$ cat src/hw/usclk_pkg.sv
// package: offsets, field layouts, reset values and modes of the clock generator
package usclk_pkg;
	// register byte offsets on the avalon slave
	localparam logic [3:0] USCLK_OFF_DIV_LOW  = 4'h0;
	localparam logic [3:0] USCLK_OFF_DIV_HIGH = 4'h4;
	localparam logic [3:0] USCLK_OFF_CTRL     = 4'h8;
	localparam logic [3:0] USCLK_OFF_STATUS   = 4'hc;
	// control register field positions
	localparam int USCLK_BIT_SYNC  = 0;
	localparam int USCLK_BIT_U2    = 1;
	localparam int USCLK_BIT_DIR   = 2;
	localparam int USCLK_BIT_POL   = 3;
	// reset values
	localparam logic [11:0] USCLK_DIV_RST  = 12'h000;
	localparam logic [3:0]  USCLK_CTRL_RST = 4'h0;
	localparam logic [31:0] USCLK_UNMAPPED = 32'h0000_0000;
	// last state index per bit (states per bit minus one) for each mode
	localparam logic [3:0] USCLK_DIV_NORMAL = 4'hf;
	localparam logic [3:0] USCLK_DIV_DOUBLE = 4'h7;
	localparam logic [3:0] USCLK_DIV_SYNC   = 4'h1;
	// clock modes
	typedef enum logic [1:0] {
		USCLK_ASYNC_NORMAL = 2'b00,
		USCLK_ASYNC_DOUBLE = 2'b01,
		USCLK_SYNC_MASTER  = 2'b10,
		USCLK_SYNC_SLAVE   = 2'b11
	} usclk_mode_t;
endpackage

$ cat src/hw/usclk_baud_gen.sv
// programmable down-counter baud generator
module usclk_baud_gen
	import usclk_pkg::*;
#(
	parameter int DIV_W = 12
) (
	// clock and reset
	input  wire logic             sys_clk_i,
	input  wire logic             reset_i,
	input  wire logic             clk_en_i,
	// divisor and reload
	input  wire logic [DIV_W-1:0] divisor_i,
	input  wire logic             reload_i,
	// generator pulse
	output logic                  tick_o
);
	logic [DIV_W-1:0] count;
	logic [DIV_W-1:0] next_count;
	wire              at_zero = (count == '0);

	initial begin
		if (DIV_W < 1 || DIV_W > 16) begin
			$error("usclk_baud_gen: DIV_W out of range");
		end
	end

	// reload on zero or on a low-byte write, else count down
	assign next_count = (at_zero || reload_i) ? divisor_i
		: count - {{(DIV_W-1){1'b0}}, 1'b1};

	always_ff @(posedge sys_clk_i or posedge reset_i) begin
		if (reset_i) begin
			count  <= '0;
			tick_o <= 1'b0;
		end else if (clk_en_i) begin
			count  <= next_count;
			tick_o <= at_zero && !reload_i;
		end
	end
endmodule

$ cat src/hw/usclk_clock_gen.sv
// serial transceiver clock generation with avalon register slave
module usclk_clock_gen
	import usclk_pkg::*;
#(
	parameter int DIV_W = 12
) (
	// clock, reset, enable
	input  wire logic        sys_clk_i,
	input  wire logic        reset_i,
	input  wire logic        clk_en_i,
	// avalon-mm slave
	input  wire logic [3:0]  avs_address_i,
	input  wire logic        avs_read_i,
	input  wire logic        avs_write_i,
	input  wire logic [31:0] avs_writedata_i,
	input  wire logic [3:0]  avs_byteenable_i,
	output logic [31:0]      avs_readdata_o,
	output logic             avs_waitrequest_o,
	// transfer clock pin
	input  wire logic        xfer_clk_in_i,
	output logic             xfer_clk_out_o,
	output logic             xfer_clk_oe_n_o,
	// enables to transmitter and receiver
	output logic             tx_bit_en_o,
	output logic             rx_sample_en_o,
	output logic             tx_change_en_o,
	output logic             rx_base_en_o,
	output logic [1:0]       mode_o
);
	initial begin
		if (DIV_W != 12) begin
			$error("usclk_clock_gen: divisor must be twelve bits");
		end
	end

	////////////////////////////////////////////////////////////////////
	// registers
	logic [DIV_W-1:0] baud_divisor;
	logic [3:0]       ctrl;
	logic             ack;
	logic [31:0]      next_readdata;

	wire sync_mode_select         = ctrl[USCLK_BIT_SYNC];
	wire double_speed             = ctrl[USCLK_BIT_U2];
	wire xfer_clock_pin_direction = ctrl[USCLK_BIT_DIR];
	wire edge_polarity_select     = ctrl[USCLK_BIT_POL];

	// one wait state: request is taken on the edge where ack is high
	wire req       = (avs_read_i || avs_write_i) && !ack;
	wire wr_take   = avs_write_i && ack;
	wire wr_low    = wr_take && avs_address_i == USCLK_OFF_DIV_LOW
		&& avs_byteenable_i[0];
	wire wr_high   = wr_take && avs_address_i == USCLK_OFF_DIV_HIGH
		&& avs_byteenable_i[0];
	wire wr_ctrl   = wr_take && avs_address_i == USCLK_OFF_CTRL
		&& avs_byteenable_i[0];

	always_ff @(posedge sys_clk_i or posedge reset_i) begin
		if (reset_i) begin
			ack <= 1'b0;
		end else if (clk_en_i) begin
			ack <= req;
		end
	end

	always_ff @(posedge sys_clk_i or posedge reset_i) begin
		if (reset_i) begin
			baud_divisor <= USCLK_DIV_RST;
			ctrl         <= USCLK_CTRL_RST;
		end else if (clk_en_i) begin
			if (wr_low) begin
				baud_divisor[7:0] <= avs_writedata_i[7:0];
			end
			if (wr_high) begin
				baud_divisor[11:8] <= avs_writedata_i[3:0];
			end
			if (wr_ctrl) begin
				ctrl <= avs_writedata_i[3:0];
			end
		end
	end

	////////////////////////////////////////////////////////////////////
	// mode selection
	usclk_mode_t mode;
	assign mode = !sync_mode_select
		? (double_speed ? USCLK_ASYNC_DOUBLE : USCLK_ASYNC_NORMAL)
		: (xfer_clock_pin_direction ? USCLK_SYNC_MASTER : USCLK_SYNC_SLAVE);

	wire is_sync  = (mode == USCLK_SYNC_MASTER) || (mode == USCLK_SYNC_SLAVE);
	wire is_slave = (mode == USCLK_SYNC_SLAVE);

	function automatic logic [3:0] states_per_bit(input usclk_mode_t m);
		unique case (m)
			USCLK_ASYNC_NORMAL: states_per_bit = USCLK_DIV_NORMAL;
			USCLK_ASYNC_DOUBLE: states_per_bit = USCLK_DIV_DOUBLE;
			USCLK_SYNC_MASTER:  states_per_bit = USCLK_DIV_SYNC;
			USCLK_SYNC_SLAVE:   states_per_bit = USCLK_DIV_SYNC;
		endcase
	endfunction

	wire [3:0] last_state = states_per_bit(mode);

	////////////////////////////////////////////////////////////////////
	// baud generator
	logic baud_tick;
	// low-byte write reloads with the byte being written, not the old one
	wire [DIV_W-1:0] div_load = wr_low
		? {baud_divisor[11:8], avs_writedata_i[7:0]} : baud_divisor;

	usclk_baud_gen #(
		.DIV_W (DIV_W)
	) u_baud (
		.sys_clk_i (sys_clk_i),
		.reset_i   (reset_i),
		.clk_en_i  (clk_en_i),
		.divisor_i (div_load),
		.reload_i  (wr_low),
		.tick_o    (baud_tick)
	);

	////////////////////////////////////////////////////////////////////
	// transmit prescaler and receive phase counter
	logic [3:0] tx_div;
	logic [3:0] rx_phase;
	logic       xck_int;

	wire tx_wrap   = baud_tick && (tx_div >= last_state);
	wire [3:0] next_tx_div = !baud_tick ? tx_div
		: (tx_wrap ? 4'h0 : tx_div + 4'h1);
	wire [3:0] next_rx_phase = !baud_tick ? rx_phase
		: ((rx_phase >= last_state) ? 4'h0 : rx_phase + 4'h1);

	always_ff @(posedge sys_clk_i or posedge reset_i) begin
		if (reset_i) begin
			tx_div   <= 4'h0;
			rx_phase <= 4'h0;
			xck_int  <= 1'b0;
		end else if (clk_en_i) begin
			tx_div   <= next_tx_div;
			rx_phase <= next_rx_phase;
			if (mode == USCLK_SYNC_MASTER && baud_tick) begin
				xck_int <= !xck_int;
			end else if (!is_sync) begin
				xck_int <= 1'b0;
			end
		end
	end

	////////////////////////////////////////////////////////////////////
	// external clock synchroniser and edge detector
	logic xck_meta;
	logic xck_sync;
	logic xck_prev;

	always_ff @(posedge sys_clk_i or posedge reset_i) begin
		if (reset_i) begin
			xck_meta <= 1'b0;
			xck_sync <= 1'b0;
			xck_prev <= 1'b0;
		end else if (clk_en_i) begin
			xck_meta <= xfer_clk_in_i;
			xck_sync <= xck_meta;
			xck_prev <= xck_sync;
		end
	end

	// pulses last one cycle so serial logic stays on sys_clk
	wire ext_rise = is_slave && xck_sync && !xck_prev;
	wire ext_fall = is_slave && !xck_sync && xck_prev;
	// master edges follow the internal toggle
	wire int_rise = mode == USCLK_SYNC_MASTER && baud_tick && !xck_int;
	wire int_fall = mode == USCLK_SYNC_MASTER && baud_tick && xck_int;
	wire rise     = ext_rise || int_rise;
	wire fall     = ext_fall || int_fall;

	wire sync_change = edge_polarity_select ? fall : rise;
	wire sync_sample = edge_polarity_select ? rise : fall;

	////////////////////////////////////////////////////////////////////
	// outputs
	always_comb begin
		next_readdata = USCLK_UNMAPPED;
		unique case (avs_address_i)
			USCLK_OFF_DIV_LOW:  next_readdata[7:0] = baud_divisor[7:0];
			USCLK_OFF_DIV_HIGH: next_readdata[3:0] = baud_divisor[11:8];
			USCLK_OFF_CTRL:     next_readdata[3:0] = ctrl;
			USCLK_OFF_STATUS:   next_readdata[5:0] = {xck_sync, xck_int,
				2'b00, mode};
			default:            next_readdata = USCLK_UNMAPPED;
		endcase
	end

	always_ff @(posedge sys_clk_i or posedge reset_i) begin
		if (reset_i) begin
			avs_readdata_o    <= 32'h0000_0000;
			avs_waitrequest_o <= 1'b1;
			xfer_clk_out_o    <= 1'b0;
			xfer_clk_oe_n_o   <= 1'b1;
			tx_bit_en_o       <= 1'b0;
			rx_sample_en_o    <= 1'b0;
			tx_change_en_o    <= 1'b0;
			rx_base_en_o      <= 1'b0;
			mode_o            <= USCLK_ASYNC_NORMAL;
		end else if (clk_en_i) begin
			avs_waitrequest_o <= !req;
			if (req && avs_read_i) begin
				avs_readdata_o <= next_readdata;
			end
			// pin driven only in sync master
			xfer_clk_oe_n_o <= !(mode == USCLK_SYNC_MASTER);
			xfer_clk_out_o  <= (mode == USCLK_SYNC_MASTER) && next_xck();
			tx_bit_en_o     <= is_sync ? sync_change : tx_wrap;
			tx_change_en_o  <= is_sync && sync_change;
			rx_sample_en_o  <= is_sync ? sync_sample : baud_tick;
			rx_base_en_o    <= is_slave ? sync_sample : baud_tick;
			mode_o          <= mode;
		end
	end

	function automatic logic next_xck();
		next_xck = (mode == USCLK_SYNC_MASTER && baud_tick) ? !xck_int
			: xck_int;
	endfunction
endmodule

$ cat config.mk
export PLATFORM = sky130hd
export DESIGN_NAME = usclk_clock_gen
export DESIGN_NICKNAME = d
export VERILOG_FILES = /design/src/hw/usclk_pkg.sv /design/src/hw/usclk_baud_gen.sv /design/src/hw/usclk_clock_gen.sv
export SDC_FILE = /design/constraint.sdc
export NUM_CORES = 1
export LEC_CHECK = 0
export ABC_AREA = 1
export BUFFER_PORTS_ARGS = -buffer_cell sky130_fd_sc_hd__clkbuf_2
export CAP_MARGIN = 20
export CORE_AREA = 4 4 105 67
export CTS_BUF_LIST = sky130_fd_sc_hd__clkbuf_8
export CTS_CLUSTER_SIZE = 16
export DETAILED_ROUTE_END_ITERATION = 10
export DIE_AREA = 0 0 109 71
export GPL_TIMING_DRIVEN = 0
export HOLD_SLACK_MARGIN = 0.05
export PLACE_DENSITY = 0.84
export SYNTH_ARGS = -nofsm -noshare
export SYNTH_HDL_FRONTEND = slang
export SYNTH_SLANG_ARGS = --single-unit
$ cat constraint.sdc
create_clock -name sys_clk_i -period 2.3 [get_ports sys_clk_i]
set_clock_uncertainty 0.05 [all_clocks]
set_input_delay 0.46 -clock sys_clk_i [delete_from_list [all_inputs] [get_ports sys_clk_i]]
set_output_delay 0.46 -clock sys_clk_i [all_outputs]
set_load 0.02 [all_outputs]
# Word-level counts from Yosys, hierarchy flattened
# Cells that the tools add are included.
# Widths: inputs -> output; s select.
[op_classes]
mux = 18
n_lt_le_gt_ge = 1
n_eq_ne = 7
reduce_logical = 42
n_addsub = 2
[ops]
columns = ["cell", "n"]
rows = [
  ["$logic_and 1x1->1", 20],
  ["$pmux 4 s4", 1],
  ["$logic_not 12->1", 1],
  ["$mux 12", 1],
  ["$pmux 4 s3", 1],
  ["$reduce_and 2->1", 6],
  ["$sub 12x1->12 const B", 1],
  ["$mux 1", 10],
  ["$eq 4x4->1 const B", 2],
  ["$mux 8", 1],
  ["$logic_not 1->1", 7],
  ["$logic_or 1x1->1", 5],
  ["$add 4x1->4 const B", 1],
  ["$eq 2x2->1 const B", 2],
  ["$eq 4x3->1 const B", 1],
  ["$ge 4x4->1", 1],
  ["$logic_not 4->1", 1],
  ["$mux 2", 2],
  ["$mux 4", 1],
  ["$pmux 2 s2", 1],
  ["$eq 2x1->1 const B", 1],
  ["$logic_not 2->1", 1],
  ["$ne 2x1->1 const B", 1],
  ["$reduce_or 2->1", 1],
]
[word_totals]
in_bits = 46
register_bits = 55
word_cells = 90
output_inout_bits = 41

# Logic depth before layout (Yosys ltp)
# Gate-level depths: netlist of run 1.
[depth]
ltp_word = 8
depth_mapped = 11
depth_no_buf = 11

# Cells and area by module
# A second synthesis of run 1 with hierarchy kept.
[unflattened]
cells_unflattened = 438
hier_area_um2 = 3303.2
[by_module_without_submodules]
columns = ["mod", "seq_area_each_um2", "n_inst", "area_per_inst_um2", "cells_each"]
rows = [
  ["usclk_clock_gen", 1053.5, 1, 2328.5, 285],
  ["usclk_baud_gen", 325.3, 1, 974.7, 153],
]

# Worst setup path before layout of run 1
# Ideal clock, no wire load.
[synth_timing]
path_type = "flip-flop to flip-flop"
startpoint = "register ctrl[0]"
endpoint = "register tx_bit_en_o"
setup_slack_ns = 0.665
arrival_time_ns = 1.469
required_time_ns = 2.134
setup_ns = 0.116
stages_incl_launch_ff = 10
period_less_slack_ns = 1.635
path_cell_list = "dfrtp_1 buf_2 inv_1 nand2_1 ha_1 a21oi_1 o21ai_0 and2_1 nand2_1 nand2_1"
[synth_between]
elab_chain_cells = 7
elab_cells_between_ends = 21
cone_classes = "1 x order compare; 3 x eq/ne; 4 x mux; 13 x reduce/logical"
[synth_rtl]
columns = ["element", "line_no", "rtl"]
rows = [
  ["start: declaration", "usclk_clock_gen.sv:39", "logic [3:0] ctrl;"],
  ["start signal: assignment", "usclk_clock_gen.sv:78", "ctrl <= avs_writedata_i[3:0];"],
  ["$mux 2 (*)", "usclk_clock_gen.sv:87", "? (double_speed ? USCLK_ASYNC_DOUBLE : USCLK_ASYNC_NORMAL)"],
  ["$eq 2x2->1 (on tied branches)", "n/a", ""],
  ["$reduce_or 2->1 (no line), or another cell as far along", "n/a", ""],
  ["$pmux 4 s3, or another cell as far along", "usclk_clock_gen.sv:94", "unique case (m)"],
  ["$ge 4x4->1, or another cell as far along", "usclk_clock_gen.sv:128", "wire tx_wrap = baud_tick && (tx_div >= last_state);"],
  ["$logic_and 1x1->1 / $mux 1 (equally long branches)", "usclk_clock_gen.sv:128, usclk_clock_gen.sv:177", ""],
  ["$mux 1 (*)", "usclk_clock_gen.sv:213", "tx_bit_en_o <= is_sync ? sync_change : tx_wrap;"],
  ["end signal: assignment", "usclk_clock_gen.sv:213", ""],
  ["end: declaration", "usclk_clock_gen.sv:24", "output logic tx_bit_en_o,"],
]
# Mark *: on every way between the ends. The rest lies on a longest branch, timed or not. The select of a mux whose other input is x is not followed.
# A chain may end at the register's enable or synchronous reset.

# Worst setup path in the final report of run 1
# Ends and elaborated chain as after synthesis.

==> metrics.txt, run 1 <==
number of buffers inserted to repair setup after CTS=0; path category of the worst min-delay check=primary input to asynchronous set/reset pin; share of power burned in combinational logic=33.5%; worst hold slack=0.0458 ns; critical path's most frequent cell=sky130_fd_sc_hd__nand2_1; category of the most critical setup path=register to register; largest net degree at the start of global routing=41; Crit path arrival time=2.14 ns; number of global-route vias before repair=2845; Total Die Area=7740 µm²; total clock sinks=55; Leakage=2.08 nW; Final Hold Vio Count=0; clock root cell=sky130_fd_sc_hd__clkbuf_8; number of search-and-repair iterations in the first detailed-routing pass=5; routing usage on met1=34.3%; wire length of the first global-routing pass=13600 µm; register bit total from synthesis=55; Slew Viols, Final=0; maximum fanout along the worst path=9; share of cells above drive strength 1=18.4%; layer with the highest usage=met1; largest incremental delay on the critical path=0.42 ns; Synth async-reset ratio=100%; most repeated cell in the gate-level netlist after synthesis=sky130_fd_sc_hd__nand2_1; vias after detailed routing=3062; data required time of the worst path=2.52 ns; total power after layout=2.81 mW; CP max stage cell=sky130_fd_sc_hd__dfrtp_1; Floorplan Core Area=6030 µm²; CTS H-tree depth=2; most frequent cells after synthesis=179 x sky130_fd_sc_hd__nand2_1, 53 x sky130_fd_sc_hd__dfrtp_1, 38 x sky130_fd_sc_hd__inv_1, 35 x sky130_fd_sc_hd__o21ai_0, 27 x sky130_fd_sc_hd__nand3_1; total global routing overflow=0; final routed wire length divided by cell count=13.5 µm; number of enable flip-flop cells after synthesis=0; final cell area excluding filler cells=3750 µm²; number of buffers created by CTS=5; number of top-level pins=87; port bufs=35; sequential fraction of the synthesis area=42.1%; sort of element at the start of the critical path=register; Longest Clk Path Bufs=2; DPL Wire Length=6340 µm; Antenna Violating Nets Remaining=0; gp weighted congestion=0.883; cell taking the most area after synthesis=sky130_fd_sc_hd__dfrtp_1; largest cells by area after synthesis=sky130_fd_sc_hd__dfrtp_1 41%, sky130_fd_sc_hd__nand2_1 21%, sky130_fd_sc_hd__buf_4 5.7%; count of unresolved DRC violations after routing=0; status=completed; multi-input gate area in the final layout=1590 µm²; Tmin final=1.92 ns; count of buffering cells on the critical path with inverters included=2; Post-Synthesis Cell Area=3270 µm²; Post-layout nets=564; per-instance average area after synthesis=7.37 µm²; post-synthesis instance total=444; RSZ-0062 raised after global routing=false; Die Wd=109 µm; clk slew on worst S/H paths=0.11 ns; tightest slew margin relative to the limit=50.1%; Pwr per Cell Area=750 nW/µm²; clock tree from TritonCTS=done; Die Height=71 µm; worst skew pair latency=0.32 ns; clock network power share=19.6%; timing-limited maximum frequency=521 MHz; global-route usage over all layers=22.3%; GR Layer Usage met2=31.7%; area used by sequential logic in the layout=1380 µm²; final setup violating endpoints=0; slew of the pin with the lowest slew margin=0.748 ns; Max-cap violations=0; Int Pwr=1.70 mW; initial detailed-routing violation count=228; part of the power in registers=46.9%; Synth Warn #=0; cell family contributing the most delay on the critical path=simple AND/OR/NAND/NOR gates; Switch Pwr=1.11 mW; number of inserted diodes=0; count of different cell masters after synthesis=36; Vias/cell=5.15; Starting Density=54.3%; area growth from synthesis to layout=14.5%; switching power share of the total=39.4%; antenna violations before repair=0; top-area cell type share of the netlist area=40.5%; total of hold buffers inserted after clock tree synthesis=0; top flip-flop cell by instance count after synthesis=sky130_fd_sc_hd__dfrtp_1; Critical Path Sink Type=register; met3 demand-to-capacity share in global routing=4.92%; Cell Rows=22; cell chain of the critical path=buf_2 -> inv_1 -> nand2_1 -> ha_1 -> nand2_1 -> o21ai_0 -> and2_1 -> nand2_1 -> nand2_1; standard cell area after detailed placement=3660 µm²; Max VDD drop=0.000391 V; post-CTS resize count=0; Layout fillers=533; final period utilization=83.4%; Final Routed Wirelength=8030 µm
-- flip-flops by register name (all words and copies together) (netlist names), 2 cells and up --
register        count
avs_readdata_o      8
baud_divisor       12
ctrl                4
mode_o              2
tx_div              4
u_baud.count       12
-- placed cells by master (no fill, tap or decap), types with 3 or more instances in the layout --
master	n
sky130_fd_sc_hd__o21ai_0	35
sky130_fd_sc_hd__nor2_2	6
sky130_fd_sc_hd__clkbuf_8	5
sky130_fd_sc_hd__dfrtp_1	53
sky130_fd_sc_hd__nor3_1	5
sky130_fd_sc_hd__xnor2_1	3
sky130_fd_sc_hd__inv_1	37
sky130_fd_sc_hd__clkbuf_2	35
sky130_fd_sc_hd__nand4_1	3
sky130_fd_sc_hd__buf_4	25
sky130_fd_sc_hd__a21oi_1	6
sky130_fd_sc_hd__clkbuf_1	4
sky130_fd_sc_hd__conb_1	24
sky130_fd_sc_hd__nor2_1	21
sky130_fd_sc_hd__nand3_1	27
sky130_fd_sc_hd__nand2_1	179
sky130_fd_sc_hd__ha_1	8
-- metrics by stage --
| stage | setup TNS, ns | setup WS, ns | std cells | utilization, % |
|---|---|---|---|---|
| after floorplan | 0 | 0.450 | 467 | - |
| after global placement | -12.47 | -0.240 | 586 | 60.4 |
| after detailed placement | 0 | 0.389 | 587 | 60.7 |
| after CTS | 0 | 0.402 | 595 | 62.2 |
| after global routing | 0 | 0.231 | 595 | 62.2 |
| final | 0 | 0.382 | 595 | 62.2 |
-- per-layer routing --
metal | vias up | wire, µm
met3 | 11 | 849
met4 | 0 | 81
met2 | 148 | 3320
li1 | 1482 | -
met1 | 1421 | 3780
met5 | - | 0
-- power groups by stage --
| stage | combinational (mW) | clock [mW] | sequential [mW] |
|---|---|---|---|
| 2_1_floorplan | 0.716 | 0 | 1.30 |
| 3_3_place_gp | 0.882 | 0 | 1.32 |
| 3_5_place_dp | 0.927 | 0 | 1.33 |
| 4_1_cts | 0.929 | 0.558 | 1.31 |
| 5_1_grt | 1.08 | 0.606 | 1.34 |
| 6_report | 0.942 | 0.551 | 1.32 |
-- final cells by class --
class / count / area share [%]
plain buffers: 33 / 6.24
well taps: 84 / 2.80
repair buffers: 36 / 5.21
multi-input cells: 339 / 42.5
clock inverters: 3 / 0.534
flip-flops and latches: 55 / 36.8
clock buffers: 5 / 1.84
inverters: 40 / 4.07
-- path summary, 6_finish.rpt --
path	start	end	slack [ns]	cells after the start
max	ctrl[0]	tx_bit_en_o	0.38	9
min	reset_i	avs_readdata_o[7]	0.05	2
max reg2reg	ctrl[0]	tx_bit_en_o	0.38	9
min reg2reg	xck_meta	xck_meta	0.43	2
max in group asynchronous	reset_i	avs_waitrequest_o	1.55	3
min in group sys_clk_i	xfer_clk_in_i	xck_meta	0.28	3
-- logic make-up after synthesis --
kind of cell / count (synthesis) / synth area share, %
muxes: 4 / 1.61
buffers and inverters: 73 / 11.8
other: 1 / 0.115
adders and majority gates: 8 / 3.06
xor gates and xnor gates: 5 / 1.34
AOI/OAI and AO/OA: 46 / 7.38
DFF: 55 / 42.1
and+or+nand+nor: 252 / 32.5
Power figures use the tool's default switching activity.
==> run 2: changes to the inputs <==
--- a/config.mk
+++ b/config.mk
@@ -8,14 +8,14 @@
 export ABC_AREA = 1
 export BUFFER_PORTS_ARGS = -buffer_cell sky130_fd_sc_hd__clkbuf_2
 export CAP_MARGIN = 20
-export CORE_AREA = 4 4 105 67
+export CORE_AREA = 4 4 111 71
 export CTS_BUF_LIST = sky130_fd_sc_hd__clkbuf_8
 export CTS_CLUSTER_SIZE = 16
 export DETAILED_ROUTE_END_ITERATION = 10
-export DIE_AREA = 0 0 109 71
+export DIE_AREA = 0 0 115 75
 export GPL_TIMING_DRIVEN = 0
 export HOLD_SLACK_MARGIN = 0.05
-export PLACE_DENSITY = 0.84
+export PLACE_DENSITY = 0.78
 export SYNTH_ARGS = -nofsm -noshare
 export SYNTH_HDL_FRONTEND = slang
 export SYNTH_SLANG_ARGS = --single-unit
==> constraint.sdc (replaced) <==
create_clock -name sys_clk_i -period 1.7 [get_ports sys_clk_i]
set_clock_uncertainty 0.05 [all_clocks]
set_input_delay 0.34 -clock sys_clk_i [delete_from_list [all_inputs] [get_ports sys_clk_i]]
set_output_delay 0.34 -clock sys_clk_i [all_outputs]
set_load 0.02 [all_outputs]
==> metrics.txt, run 2 (synthesis results as in run 1) <==
worst skew pair latency=0.32 ns; Slew Viols, Final=0; Post-layout nets=577; Die Height=75 µm; global-route usage over all layers=19.8%; clock root cell=sky130_fd_sc_hd__clkbuf_8; final setup violating endpoints=0; DPL Wire Length=6380 µm; wire length of the first global-routing pass=13400 µm; path category of the worst min-delay check=primary input to register; most used cells in the layout excluding fill and tap cells=178 x sky130_fd_sc_hd__nand2_1, 50 x sky130_fd_sc_hd__dfrtp_1, 38 x sky130_fd_sc_hd__buf_4; Max VDD drop=0.000446 V; timing-limited maximum frequency=612 MHz; final period utilization=96.1%; area growth from synthesis to layout=21.1%; commonest non-fill, non-tap cell in the layout=sky130_fd_sc_hd__nand2_1; Setup TNS=0 ns; data required time of the worst path=1.86 ns; largest registers=baud_divisor x12, u_baud.count x12, avs_readdata_o x8; Starting Density=47.0%; number of buffers created by CTS=5; final routed wire length divided by cell count=13.6 µm; Critical Path Sink Type=register; final worst-path setup slack=0.0660 ns; category of the most critical setup path=register to register; initial detailed-routing violation count=260; standard cell area after detailed placement=3670 µm²; Final Routed Wirelength=8340 µm; depth of the most critical reg-to-reg path=8; Die Wd=115 µm; final cell area excluding filler cells=3960 µm²; Floorplan Core Area=6970 µm²; vias after detailed routing=3012; Place WS=-0.171 ns; Crit path arrival time=1.79 ns; gp weighted congestion=0.893; Antenna Violating Nets Remaining=0; number of inserted diodes=0; total clock sinks=55; Max-cap violations=0; number of cells on the worst hold path=3; number of top-level pins=87; tightest slew margin relative to the limit=61.7%; maximum fanout along the worst path=3; clock tree from TritonCTS=done; clk slew on worst S/H paths=0.10 ns; CTS H-tree depth=2; Vias/cell=4.90; sort of element at the start of the critical path=register; Final Hold Vio Count=0; Cell Rows=24; Total Die Area=8630 µm²; Leakage=2.17 nW; antenna violations before repair=0; slew of the pin with the lowest slew margin=0.570 ns; total global routing overflow=0; largest net degree at the start of global routing=39; Pwr per Cell Area=1030 nW/µm²; number of search-and-repair iterations in the first detailed-routing pass=5; count of unresolved DRC violations after routing=0; share of cells above drive strength 1=23.3%; port bufs=35; status=completed; Longest Clk Path Bufs=2; number of global-route vias before repair=2796; Tmin final=1.63 ns
-- run 2: cell count changes in the layout (fill, tap and decap cells not counted), sizes merged --
cell and change:
buf +13, clkbuf +1, clkinv -1, dlygate4sd3 +1
clkinvlp -1
-- run 2: worst paths after layout --
kind	from	to	slack (ns)
worst max-delay path	ctrl[0]	tx_bit_en_o	0.07
worst min-delay path	xfer_clk_in_i	xck_meta	0.20
worst max register to register	ctrl[0]	tx_bit_en_o	0.07
worst min register to register	u_baud.count[10]	u_baud.count[10]	0.44
max in group asynchronous	reset_i	avs_waitrequest_o	0.50
min in group asynchronous	reset_i	avs_readdata_o[7]	0.51
-- run 2: metrics by stage --
stage,hold slack [ns],std cells,power (mW),utilization [%]
finish,0.202,615,4.10,56.9
global placement,0.408,593,2.99,52.4
floorplan,0.363,467,2.73,-
CTS,0.194,604,3.88,54.7
detailed placement,0.318,594,3.04,52.7
global route,0.192,615,4.39,56.9
-- run 2: layout make-up --
type,count,area [µm²]
multi-input cells,339,1670
fillers,660,3000
plain buffers,32,236
well taps,91,114
inverters,40,159
repair buffers,50,303
clock inverters,1,3.75
flip-flops and latches,55,1380
clock buffers,7,96.3
-- run 2: power by group --
group | leakage, nW | internal (mW) | total [mW] | switching, mW
clock network | 0.0557 | 0.368 | 0.811 | 0.444
logic | 1.40 | 0.604 | 1.49 | 0.886
registers | 0.721 | 1.54 | 1.80 | 0.257
total | 2.17 | 2.51 | 4.10 | 1.59
-- run 2: timing repair --
action | in CTS | in global routing
hold buffers | 1 | 0
setup endpoints to repair | 18 | 29
setup buffers | 1 | 12
pin swaps | 1 | 3
hold endpoints to repair | 17 | 0
gates resized for setup | 9 | 17
-- run 2: critical path, stage by stage, from the launching register on --
cell	delay (ns)
sky130_fd_sc_hd__dfrtp_1	0.41
sky130_fd_sc_hd__buf_4	0.14
sky130_fd_sc_hd__buf_4	0.13
sky130_fd_sc_hd__ha_1	0.30
sky130_fd_sc_hd__a21oi_2	0.14
sky130_fd_sc_hd__o21ai_2	0.07
sky130_fd_sc_hd__and2_4	0.17
sky130_fd_sc_hd__nand2_1	0.06
sky130_fd_sc_hd__nand2_1	0.07
-- run 2: routing by layer --
| layer | part of all wire, % | track usage [%] |
|---|---|---|
| met2 | 42 | 29.0 |
| met3 | 7.8 | 5.62 |
| met5 | 0 | 0 |
| met4 | 0.53 | 3.13 |
| met1 | 50 | 29.8 |
==> run 3: changes to the inputs <==
--- a/config.mk
+++ b/config.mk
@@ -8,14 +8,14 @@
 export ABC_AREA = 1
 export BUFFER_PORTS_ARGS = -buffer_cell sky130_fd_sc_hd__clkbuf_2
 export CAP_MARGIN = 20
-export CORE_AREA = 4 4 111 71
+export CORE_AREA = 4 4 121 65
 export CTS_BUF_LIST = sky130_fd_sc_hd__clkbuf_8
 export CTS_CLUSTER_SIZE = 16
 export DETAILED_ROUTE_END_ITERATION = 10
-export DIE_AREA = 0 0 115 75
+export DIE_AREA = 0 0 125 69
 export GPL_TIMING_DRIVEN = 0
 export HOLD_SLACK_MARGIN = 0.05
-export PLACE_DENSITY = 0.78
+export PLACE_DENSITY = 0.79
 export SYNTH_ARGS = -nofsm -noshare
 export SYNTH_HDL_FRONTEND = slang
 export SYNTH_SLANG_ARGS = --single-unit
==> metrics.txt, run 3 (synthesis results as in run 1) <==
status=completed; Final Routed Wirelength=7480 µm; slew of the pin with the lowest slew margin=0.516 ns; detailed-routing wirelength on met1=3370 µm; share of cells above drive strength 1=20.9%; Longest Clk Path Bufs=2; Die Wd=125 µm; Critical Path Sink Type=register; count of unresolved DRC violations after routing=0; vias after detailed routing=2962; Layout fillers=640; Max-cap violations=0; commonest non-fill, non-tap cell in the layout=sky130_fd_sc_hd__nand2_1; Die Height=69 µm; Pwr per Cell Area=991 nW/µm²; Floorplan Core Area=6670 µm²; clock root cell=sky130_fd_sc_hd__clkbuf_8; sort of element at the start of the critical path=register; total power after layout=3.84 mW; Antenna Violating Nets Remaining=0; path category of the worst min-delay check=primary input to register; number of search-and-repair iterations in the first detailed-routing pass=4; number of global-route vias before repair=2769; gp weighted congestion=0.910; CTS H-tree depth=2; Crit path arrival time=1.78 ns; data required time of the worst path=1.87 ns; worst skew pair latency=0.32 ns; DPL Wire Length=5610 µm; Slew Viols, Final=0; number of top-level pins=87; clk slew on worst S/H paths=0.11 ns; Starting Density=49.0%; most used cells in the layout excluding fill and tap cells=177 x sky130_fd_sc_hd__nand2_1, 53 x sky130_fd_sc_hd__dfrtp_1, 36 x sky130_fd_sc_hd__inv_1; antenna violations before repair=0; number of buffers created by CTS=5; largest registers=baud_divisor x12, u_baud.count x12, avs_readdata_o x8; port bufs=35; Cell Rows=21; total clock sinks=55; final routed wire length divided by cell count=12.3 µm; initial detailed-routing violation count=189; clock tree from TritonCTS=done; final period utilization=94.7%; largest net degree at the start of global routing=39; area growth from synthesis to layout=18.4%; Final Hold Vio Count=0; maximum fanout along the worst path=10; category of the most critical setup path=register to register; worst hold slack=0.177 ns; Tmin final=1.61 ns; tightest slew margin relative to the limit=65.3%; number of inserted diodes=0; Setup TNS=0 ns; Total Die Area=8630 µm²; timing-limited maximum frequency=621 MHz; highest routing layer actually used=met4; metal3 WL=534 µm; Max VDD drop=0.000404 V; final setup violating endpoints=0; total global routing overflow=0; Post-layout nets=570; wire length of the first global-routing pass=12900 µm; total met2 wirelength after detailed routing=3500 µm; Leakage=2.13 nW; global-route usage over all layers=17.8%; Vias/cell=4.86
## run 3: metal layers
metal	vias up	GRT usage (%)
met5	-	0
met4	0	4.57
met3	10	3.86
met2	99	28.7
met1	1363	24.4
li1	1490	-
## run 3: worst paths after layout
check / startpoint / to / slack (ns) / cells after the start
setup / recovery: ack / baud_divisor[7] / 0.09 / 5
hold / removal: xfer_clk_in_i / xck_meta / 0.18 / 3
setup reg to reg: ack / baud_divisor[7] / 0.09 / 5
hold reg to reg: xck_meta / xck_meta / 0.43 / 2
max in group asynchronous: reset_i / avs_waitrequest_o / 0.51 / 4
min in group asynchronous: reset_i / avs_readdata_o[5] / 0.49 / 3
## run 3: report_power, final
part	leakage (nW)	total [mW]	internal [mW]	switching, mW
logic	1.36	1.32	0.512	0.806
registers	0.726	1.77	1.53	0.240
clock network	0.0460	0.747	0.291	0.456
total	2.13	3.84	2.34	1.50
## run 3: cell type report
class,count,area (µm²),share of cell area [%]
clock inverters,3,20.0,0.517
flip-flops and latches,55,1380,35.6
repair buffers,42,243,6.27
well taps,92,115,2.97
inverters,40,159,4.10
plain buffers,33,240,6.20
clock buffers,5,68.8,1.78
multi-input cells,339,1650,42.6
## run 3: repair_timing
action	4_1_cts	5_1_grt
hold buffers	1	0
pin swaps	0	2
resized for setup	5	15
endpoints found under the setup margin	10	18
setup buffers	1	4
endpoints found under the hold margin	16	0
## run 3: through the flow
step	area (µm²)	setup WS (ns)	utilization, %	cells
floorplan	3360	0.0647	-	467
global route	3870	-0.00167	58.0	609
global placement	3650	-0.184	54.7	594
detailed placement	3670	-0.212	55.0	595
CTS	3780	0.00248	56.7	605
finish	3870	0.0893	58.0	609
## run 3: worst max-delay path, cell delays in order (launching register included)
cell and delay, ns:
sky130_fd_sc_hd__dfrtp_1 0.43, sky130_fd_sc_hd__nand3_4 0.15, sky130_fd_sc_hd__nor2_1 0.29, sky130_fd_sc_hd__nand2_2 0.14, sky130_fd_sc_hd__buf_6 0.17, sky130_fd_sc_hd__mux2_4 0.29
